`src/logic/pts_params.svh`:
```
/*
 * Constants of the housekeeping block: sizes, timing and reset values.
 * Assumes a single core clock of 40 MHz.
 */
`ifndef PTS_PARAMS_SVH
`define PTS_PARAMS_SVH
`define PTS_SIG_W        64
`define PTS_NUM_OUT      10
`define PTS_CLK_PS       25000
`define PTS_TPR_NS       1000
`define PTS_TPR_CYC      ((`PTS_TPR_NS * 1000) / `PTS_CLK_PS)
`define PTS_CNT_W        6
`define PTS_SIG_RST      64'h0000_0000_0000_0000
`endif

```
`src/logic/pts_pkg.sv`:
```
/*
 * Types of the housekeeping block.
 * Assumes pts_params.svh is compiled alongside.
 */
package pts_pkg;
   typedef enum logic [1:0] {
      PTS_IDLE,
      PTS_ERASE,
      PTS_WRITE
   } pts_prog_type;
endpackage

```
`src/logic/pts_housekeeping.sv`:
```
/*
 * Housekeeping of a small programmable logic device: signature, readback
 * lock, programming cycle, register preload, power-up reset, pin pull-ups.
 * Assumes a programmer drives the program, read and preload ports
 * synchronously to core_clk.
 */
`timescale 1ns/1ps
`include "pts_params.svh"
module pts_housekeeping #(
   parameter int NUM_OUT = `PTS_NUM_OUT,
   parameter int SIG_W   = `PTS_SIG_W
) (
   input  wire logic               core_clk,
   input  wire logic               rst_n,
   input  wire logic               progLoad,
   input  wire logic [SIG_W-1:0]   progSignature,
   input  wire logic [NUM_OUT-1:0] progPolarity,
   input  wire logic [NUM_OUT-1:0] progEnable,
   input  wire logic               progLock,
   input  wire logic               cfgReadReq,
   input  wire logic               sigReadReq,
   input  wire logic               testMode,
   input  wire logic               preloadStrobe,
   input  wire logic [NUM_OUT-1:0] preloadState,
   input  wire logic [NUM_OUT-1:0] pinIn,
   input  wire logic [NUM_OUT-1:0] pinFloat,
   output logic                    progBusy,
   output logic                    cfgReadValid,
   output logic                    cfgReadRefused,
   output logic [NUM_OUT-1:0]      cfgReadPolarity,
   output logic [NUM_OUT-1:0]      cfgReadEnable,
   output logic                    sigReadValid,
   output logic [SIG_W-1:0]        sigReadData,
   output logic                    powerupDone,
   output logic [NUM_OUT-1:0]      pinOut,
   output logic [NUM_OUT-1:0]      pinOe_n,
   output logic [NUM_OUT-1:0]      pinSense
);

   // ----------------------------------------------------------------
   // Reset release
   // ----------------------------------------------------------------
   logic [1:0] rstPipe;
   logic       rstSync_n;

   always_ff @(posedge core_clk or negedge rst_n) begin
      if (!rst_n) begin
         rstPipe <= 2'h0;
      end else begin
         rstPipe <= {rstPipe[0], 1'b1};
      end
   end
   assign rstSync_n = rstPipe[1];

   // ----------------------------------------------------------------
   // State
   // ----------------------------------------------------------------
   typedef struct packed {
      pts_pkg::pts_prog_type  progState;
      logic [SIG_W-1:0]       signature;
      logic [NUM_OUT-1:0]     polarity;
      logic [NUM_OUT-1:0]     enable;
      logic                   lock;
      logic [SIG_W-1:0]       pendSig;
      logic [NUM_OUT-1:0]     pendPol;
      logic [NUM_OUT-1:0]     pendEn;
      logic                   pendLock;
      logic [NUM_OUT-1:0]     q;
      logic [`PTS_CNT_W-1:0]  porCount;
      logic                   porDone;
      logic                   progBusy;
      logic                   cfgReadValid;
      logic                   cfgReadRefused;
      logic [NUM_OUT-1:0]     cfgReadPolarity;
      logic [NUM_OUT-1:0]     cfgReadEnable;
      logic                   sigReadValid;
      logic [SIG_W-1:0]       sigReadData;
      logic [NUM_OUT-1:0]     pinOut;
      logic [NUM_OUT-1:0]     pinOe_n;
      logic [NUM_OUT-1:0]     pinSense;
   } pts_state_type;

   localparam logic [`PTS_CNT_W-1:0] TPR_CYC = `PTS_CNT_W'(`PTS_TPR_CYC);

   pts_state_type st;
   pts_state_type next_st;
   logic [NUM_OUT-1:0] sensed;
   logic [NUM_OUT-1:0] next_q;

   // ----------------------------------------------------------------
   // Pin sensing
   // ----------------------------------------------------------------
   // An undriven pin is pulled up, so it reads as one.
   genvar gi;
   generate
      for (gi = 0; gi < NUM_OUT; gi++) begin : g_sense
         assign sensed[gi] = pinFloat[gi] | pinIn[gi];
      end
   endgenerate

   // ----------------------------------------------------------------
   // Next state
   // ----------------------------------------------------------------
   always_comb begin
      next_st = st;
      next_st.cfgReadValid   = 1'b0;
      next_st.cfgReadRefused = 1'b0;
      next_st.sigReadValid   = 1'b0;
      next_st.pinSense       = sensed;
      // Registers stay cleared until the power-up reset time has run out.
      if (!st.porDone) begin
         next_q = '0;
         if (st.porCount == TPR_CYC - `PTS_CNT_W'(1)) begin
            next_st.porDone = 1'b1;
         end else begin
            next_st.porCount = st.porCount + `PTS_CNT_W'(1);
         end
      end else if (testMode) begin
         // Feedback is broken: the register holds unless preload strikes.
         next_q = preloadStrobe ? preloadState : st.q;
      end else begin
         next_q = sensed;
      end
      next_st.q = next_q;
      unique case (st.progState)
         pts_pkg::PTS_IDLE: begin
            if (progLoad) begin
               next_st.pendSig   = progSignature;
               next_st.pendPol   = progPolarity;
               next_st.pendEn    = progEnable;
               next_st.pendLock  = progLock;
               next_st.progBusy  = 1'b1;
               next_st.progState = pts_pkg::PTS_ERASE;
            end
         end
         pts_pkg::PTS_ERASE: begin
            // Erase is part of every cycle; apart from reset, it alone can clear the lock.
            next_st.polarity  = '0;
            next_st.enable    = '0;
            next_st.signature = `PTS_SIG_RST;
            next_st.lock      = 1'b0;
            next_st.progState = pts_pkg::PTS_WRITE;
         end
         pts_pkg::PTS_WRITE: begin
            next_st.signature = st.pendSig;
            next_st.polarity  = st.pendPol;
            next_st.enable    = st.pendEn;
            next_st.lock      = st.pendLock;
            next_st.progBusy  = 1'b0;
            next_st.progState = pts_pkg::PTS_IDLE;
         end
         default: begin
            next_st.progState = pts_pkg::PTS_IDLE;
         end
      endcase
      if (cfgReadReq) begin
         next_st.cfgReadValid    = 1'b1;
         next_st.cfgReadRefused  = st.lock;
         next_st.cfgReadPolarity = st.lock ? '0 : st.polarity;
         next_st.cfgReadEnable   = st.lock ? '0 : st.enable;
      end
      if (sigReadReq) begin
         next_st.sigReadValid = 1'b1;
         next_st.sigReadData  = st.signature;
      end
      // A zero register shows as low on a true pin, high on an inverted one.
      next_st.pinOut  = next_q ^ ~next_st.polarity;
      next_st.pinOe_n = ~next_st.enable;
   end

   always_ff @(posedge core_clk or negedge rstSync_n) begin
      if (!rstSync_n) begin
         st <= '0;
         st.progState <= pts_pkg::PTS_IDLE;
         st.signature <= `PTS_SIG_RST;
         st.pinOut    <= '1;
         st.pinOe_n   <= '1;
         st.pinSense  <= '1;
      end else begin
         st <= next_st;
      end
   end

   assign progBusy        = st.progBusy;
   assign cfgReadValid    = st.cfgReadValid;
   assign cfgReadRefused  = st.cfgReadRefused;
   assign cfgReadPolarity = st.cfgReadPolarity;
   assign cfgReadEnable   = st.cfgReadEnable;
   assign sigReadValid    = st.sigReadValid;
   assign sigReadData     = st.sigReadData;
   assign powerupDone     = st.porDone;
   assign pinOut          = st.pinOut;
   assign pinOe_n         = st.pinOe_n;
   assign pinSense        = st.pinSense;

   // ----------------------------------------------------------------
   // Checks
   // ----------------------------------------------------------------
   sig_always_read_a: assert property (@(posedge core_clk) disable iff (!rstSync_n)
      sigReadReq |=> sigReadValid && sigReadData == $past(st.signature))
      else $error("signature read not answered");
   lock_refuse_a: assert property (@(posedge core_clk) disable iff (!rstSync_n)
      (cfgReadReq && st.lock) |=> cfgReadRefused && cfgReadPolarity == '0)
      else $error("locked configuration was read");
   lock_clear_a: assert property (@(posedge core_clk) disable iff (!rstSync_n)
      $fell(st.lock) |-> $past(st.progState) == pts_pkg::PTS_ERASE)
      else $error("lock cleared outside programming");
   auto_erase_a: assert property (@(posedge core_clk) disable iff (!rstSync_n)
      (st.progState == pts_pkg::PTS_IDLE && progLoad) |=> ##1 st.lock == 1'b0
      ##1 st.lock == $past(progLock, 3))
      else $error("programming cycle did not erase");
   preload_a: assert property (@(posedge core_clk) disable iff (!rstSync_n)
      (st.porDone && testMode && preloadStrobe) |=> st.q == $past(preloadState))
      else $error("preload not captured");
   preload_hold_a: assert property (@(posedge core_clk) disable iff (!rstSync_n)
      (st.porDone && testMode && !preloadStrobe) |=> $stable(st.q))
      else $error("register moved in test mode");
   por_clear_a: assert property (@(posedge core_clk) disable iff (!rstSync_n)
      !st.porDone |-> st.q == '0 && st.porCount < TPR_CYC)
      else $error("register not cleared at power-up");
   pin_polarity_a: assert property (@(posedge core_clk) disable iff (!rstSync_n)
      pinOut == (st.q ^ ~st.polarity) && pinOe_n == ~st.enable)
      else $error("pin does not follow polarity");
   pullup_a: assert property (@(posedge core_clk) disable iff (!rstSync_n)
      pinFloat != '0 |=> (pinSense & $past(pinFloat)) == $past(pinFloat))
      else $error("floating pin not read as one");
endmodule

```
`config.mk`:
```
export PLATFORM = sky130hd
export DESIGN_NAME = pts_housekeeping
export DESIGN_NICKNAME = d
export VERILOG_FILES = /design/src/logic/pts_pkg.sv /design/src/logic/pts_housekeeping.sv
export VERILOG_INCLUDE_DIRS = /design/src /design/src/logic
export SDC_FILE = /design/constraint.sdc
export NUM_CORES = 1
export LEC_CHECK = 0
export ABC_CLOCK_PERIOD_IN_PS = 9980
export BUFFER_PORTS_ARGS = -buffer_cell sky130_fd_sc_hd__buf_4
export CAP_MARGIN = 0
export CORE_ASPECT_RATIO = 1.2
export CORE_MARGIN = 2
export CORE_UTILIZATION = 56
export CTS_BUF_LIST = sky130_fd_sc_hd__clkbuf_4 sky130_fd_sc_hd__clkbuf_8 sky130_fd_sc_hd__clkbuf_16
export CTS_CLUSTER_SIZE = 10
export DETAILED_ROUTE_END_ITERATION = 7
export GPL_ROUTABILITY_DRIVEN = 0
export PLACE_DENSITY = 0.8
export SKIP_CTS_REPAIR_TIMING = 1
export SLEW_MARGIN = 20
export SYNTH_ARGS = -nofsm -noshare
export SYNTH_HDL_FRONTEND = slang
export SYNTH_SLANG_ARGS = --single-unit
```
`constraint.sdc`:
```
create_clock -name core_clk -period 9.98 [get_ports core_clk]
set_input_delay 1.497 -clock core_clk [delete_from_list [all_inputs] [get_ports core_clk]]
set_output_delay 1.497 -clock core_clk [all_outputs]
set_load 0.01 [all_outputs]
```
; After elaboration in Yosys (flattened, before gate mapping)
; Index checks and enable logic that the tools add are counted.
[op_classes]
reduce_logical = 6
n_eq_ne = 4
mux = 14
n_bitwise = 15
add_sub_neg = 1
[ops]
columns = cell, count
row1 = $pmux W85 S2, 1
row2 = $mux W65, 1
row3 = $mux W10, 5
row4 = $mux W22, 1
row5 = $not A10 Y10, 2
row6 = $or A1 B1 Y1, 10
row7 = $xor A10 B10 Y10, 1
row8 = $add A6 B1 Y6 const B, 1
row9 = $eq A6 B6 Y1 const B, 1
row10 = $reduce_and A2 Y1, 3
row11 = $pmux W2 S2, 1
row12 = $reduce_bool A2 Y1, 2
row13 = $mux W1, 3
row14 = $eq A2 B1 Y1 const B, 1
row15 = $eq A2 B2 Y1 const B, 1
row16 = $logic_not A2 Y1, 1
row17 = $mux W2, 1
row18 = $ne A2 B2 Y1 const B, 1
row19 = $not A1 Y1, 2
row20 = $pmux W1 S2, 1
[totals]
word_cells = 63
register_bits = 309

; Logic depth before layout (Yosys ltp)
[depth]
ltp_word = 4
ltp_mapped = 7

; Worst setup path before layout
; Ideal clock, no wire load.
[synth_timing]
path_type = input-to-reg
start = input port sigReadReq
end = register st, in the netlist sigReadData[10]
path_slack_ns = 7.640
setup_ns = 0.125
path_stages = 3
arrival_ns = 2.216
required_time_ns = 9.855
n_path_buf = 2
cell_sequence = buf_2 buf_2 mux2_2
[synth_lines]
columns = element, line_no
row1 = from (decl), pts_housekeeping.sv:21  ; input wire logic sigReadReq,
row2 = to (signal assigned), pts_housekeeping.sv:180  ; st <= next_st;
row3 = to (decl), pts_housekeeping.sv:85  ; pts_state_type st;
; No word-level cell between the ends.

; Final worst setup path
[layout_timing]
start = input port progLoad
end = register st[168] in the netlist's numbering
[layout_between]
elab_chain_cells = 1
[layout_rtl]
columns = element, line_no
row1 = from (decl), pts_housekeeping.sv:15  ; input wire logic progLoad,
row2 = $reduce_and A2 Y1 (no source line), n/a
; Every way passes these cells.
; A chain may end at the register's enable or synchronous reset.

==> run_results.csv <==
group,metric,value,unit
floorplanning,dieArea,24400,µm²
routing,num_vias,7530,
pwr,clockPowerShare,26.1,%
synth,synth_edf_count,0,
synth,async_flop_share,100.0,%
floorplanning,die_x,142.9,µm
routing,firstDrtPassIters,6,
floorplanning,fp.coreArea,22970,µm²
worst_setup_path,cp-start-kind,"input pin",
sta,hold_viol,0,
clocking,clkTransAtPathRegs,50,ps
placed_design,post-dp-hpwl,16.27,mm
sta,setup-tns-final,0,ps
cells_and_area,nets,1275,
routing,remaining_drc_errors,0,
floorplanning,dieHeight,170.7,µm
worst_setup_path,cp_max_fo,50,
routing,dr.first_iter.drc_count,358,
pwr,p_leak,7.361,nW
routing,ant_nets,0,
cells_and_area,nFillCells,1680,
worst_setup_path,cp-startpoint,"progLoad",
floorplanning,initial_core_util,56.45,%
synth,synthCells,1026,
clocking,cts_buffer_depth,3,
synth,syn_nets,1154,
global_routing,grt_usage,21.18,%
worst_setup_path,criticalPathCategory,"in -> reg",
floorplanning,io_pins,241,
outcome,status,"complete, no violations",
clocking,cts_root_buf,"clkbuf_16",
cells_and_area,syn2layout_area_growth,17.16,%
clocking,cts_sinks,309,
synth,synth_cell_types,31,
worst_setup_path,cp-end-kind,"register",
pwr,combPwrFrac,31.0,%
placed_design,place_ws,6494,ps
routing,routed_wl,25.47,mm
synth,synthTopCellsByCount,"dfrtp_1, buf_4, mux2_2",
synth,ys.flop_type,"dfrtp_1",
run,drv_cap,0,
pwr,power_density,307.0,nW/µm²
synth,yosysSeqAreaShare,59.91,%
sta,fin_crit_sh,29.19,%
routing,vias_per_cell,5.095,
routing,wl_per_cell,17.24,µm
synth,synth_top_area_cell,"dfrtp_1",
pwr,switching_share,30.88,%
sta,max_freq,343.2,MHz
global_routing,grt_pass1_wl,40.85,mm
sta,slew-limit-headroom,27.69,%
synth,ys_ff_latch,309,
global_routing,antenna_found_initial,1,
synth,synthTopCellsByArea,"dfrtp_1, mux2_2, buf_4",
worst_setup_path,r2r_cells,6,
pwr,p_sw,1.440,mW
sta,setup_viol,0,
pwr,internal_power,3.224,mW
synth,postSynthAreaPerCell,12.64,µm²
placed_design,dp.cells,1422,
global_routing,overflow,0,
clocking,cts_made_buffers,37,
synth,synth_warnings,0,
global_routing,grt_max_degree,85,
synth,syn-cell-area,12970,µm²
sta,whs,284.7,ps
cells_and_area,seqCellArea,7774,µm²
sta,fin_ws,7066,ps
sta,rsz0062_at_grt,"false",
worst_setup_path,critPathRequiredTime,10360,ps
sta,skew,8.602,ps
sta,worst_slew_pin_slew,1082,ps
worst_setup_path,rr_endpoint,"pinOut[2]",
worst_setup_path,r2r_start,"st[306]",
floorplanning,rows,61,
clocking,htree_levels,2,
worst_setup_path,critPathArrivalTime,3300,ps
global_routing,grt_pass1_vias,8076,
sta,finalCriticalPeriod,2914,ps
cells_and_area,drive_gt1_share,43.72,%
sta,final-max-slew-violation-count,0,
cells_and_area,final_cells,1478,
pwr,ir_worst_vdd,0.1636,mV
placed_design,port_buffers,240,
clocking,clk_latency,510,ps
clocking,cts_tree,"built",
worst_setup_path,cp-endpoint,"st[168]",
pwr,pwr-share-seq,42.9,%
synth,synth_top_area_share,53.84,%
cells_and_area,multi_input_area,3674,µm²
synth,yosysMostFrequentCell,"dfrtp_1",
worst_setup_path,regToRegSetupSlack,7300,ps
worst_hold_path,hold_path.class,"reg -> async",
metrics by stage:
step | total power, mW | cell area (µm²) | util (%)
2_1_floorplan | 3.176 | 12970 | -
3_3_place_gp | 3.408 | 14070 | 61.23
3_5_place_dp | 3.468 | 14070 | 61.23
4_1_cts | 4.715 | 15160 | 66.01
5_1_grt | 4.928 | 15190 | 66.14
6_report | 4.664 | 15190 | 66.14
layout by cell type, fill, tap and decap left out, types with 2 or more instances in the layout:
| cell | synthesis | final |
|---|---|---|
| nand2_1 | 28 | 27 |
| a21o_1 | 10 | 10 |
| a21oi_1 | 21 | 21 |
| xnor2_1 | 12 | 12 |
| o22ai_1 | 7 | 7 |
| and2_1 | 3 | 3 |
| nor2b_1 | 11 | 11 |
| o21ai_0 | 82 | 82 |
| inv_1 | 99 | 99 |
| dfstp_2 | 30 | 30 |
| buf_4 | 120 | 247 |
| or2_2 | 10 | 10 |
| mux2_2 | 100 | 100 |
| ha_1 | 6 | 4 |
| nand3_1 | 72 | 72 |
| mux2i_1 | 11 | 11 |
| clkbuf_4 | 0 | 12 |
| mux2_4 | 50 | 50 |
| o21ai_2 | 10 | 10 |
| inv_6 | 0 | 2 |
| o31ai_1 | 11 | 11 |
| clkbuf_16 | 0 | 39 |
| dfrtp_1 | 279 | 278 |
power groups by stage:
| stage | logic, mW | registers (mW) | clock network [mW] |
|---|---|---|---|
| 5_1_grt | 1.57 | 2.06 | 1.30 |
| 3_3_place_gp | 1.41 | 2.00 | 0 |
| 6_report | 1.44 | 2.00 | 1.22 |
| 2_1_floorplan | 1.23 | 1.95 | 0 |
| 3_5_place_dp | 1.45 | 2.02 | 0 |
| 4_1_cts | 1.46 | 2.01 | 1.25 |
cell families (layout without fill, tap and decap cells):
| group | count (synthesis) | after routing | synth area share (%) |
|---|---|---|---|
| simple gates | 128 | 128 | 4.969 |
| buf+inv | 265 | 401 | 11.93 |
| mux | 161 | 161 | 15.32 |
| compound gates | 143 | 143 | 6.377 |
| xor+xnor | 13 | 13 | 0.8780 |
| flops | 309 | 309 | 59.91 |
| fa+ha+maj | 6 | 6 | 0.5789 |
| other cells | 1 | 2 | 0.02892 |
cell type report:
| cell class | instances | share of cell area [%] |
|---|---|---|
| clock buffer | 52 | 7.106 |
| clock inverter | 2 | 0.1153 |
| timing repair buffer | 248 | 12.38 |
| antenna | 1 | 0.01647 |
| multi-input combinational | 452 | 24.18 |
| inverter | 99 | 2.446 |
| tap | 315 | 2.594 |
| sequential | 309 | 51.16 |
worst min-delay path by stage:
stage,startpoint,end
2_1_floorplan,rstPipe[0],rstPipe[1]
3_5_place_dp,rstPipe[0],rstPipe[1]
4_1_cts,rstPipe[0],rstPipe[1]
3_3_place_gp,rstPipe[0],rstPipe[1]
5_1_grt,rstPipe[1],st[137]
6_report,rstPipe[1],st[139]
state kept, by name (all words and copies together) (netlist names), named ones only:
register,cells
cfgReadEnable,10
cfgReadPolarity,10
cfgReadRefused,1
cfgReadValid,1
pinOe_n,10
pinOut,10
pinSense,10
powerupDone,1
progBusy,1
rstPipe,2
sigReadData,64
sigReadValid,1
st,178
worst max-delay path, cell delays in order:
cell	delay, ps
buf_4	130
nand2_4	460
buf_4	750
mux2_2	410
routing by layer:
metal	global-route usage (%)	up-vias	part of all wire (%)
met1	26.08	3727	41
li1	-	3515	-
met5	0	-	0
met4	8.825	0	3.8
met2	35.26	231	49
met3	5.849	57	6.4
Power figures use the tool's default switching activity.
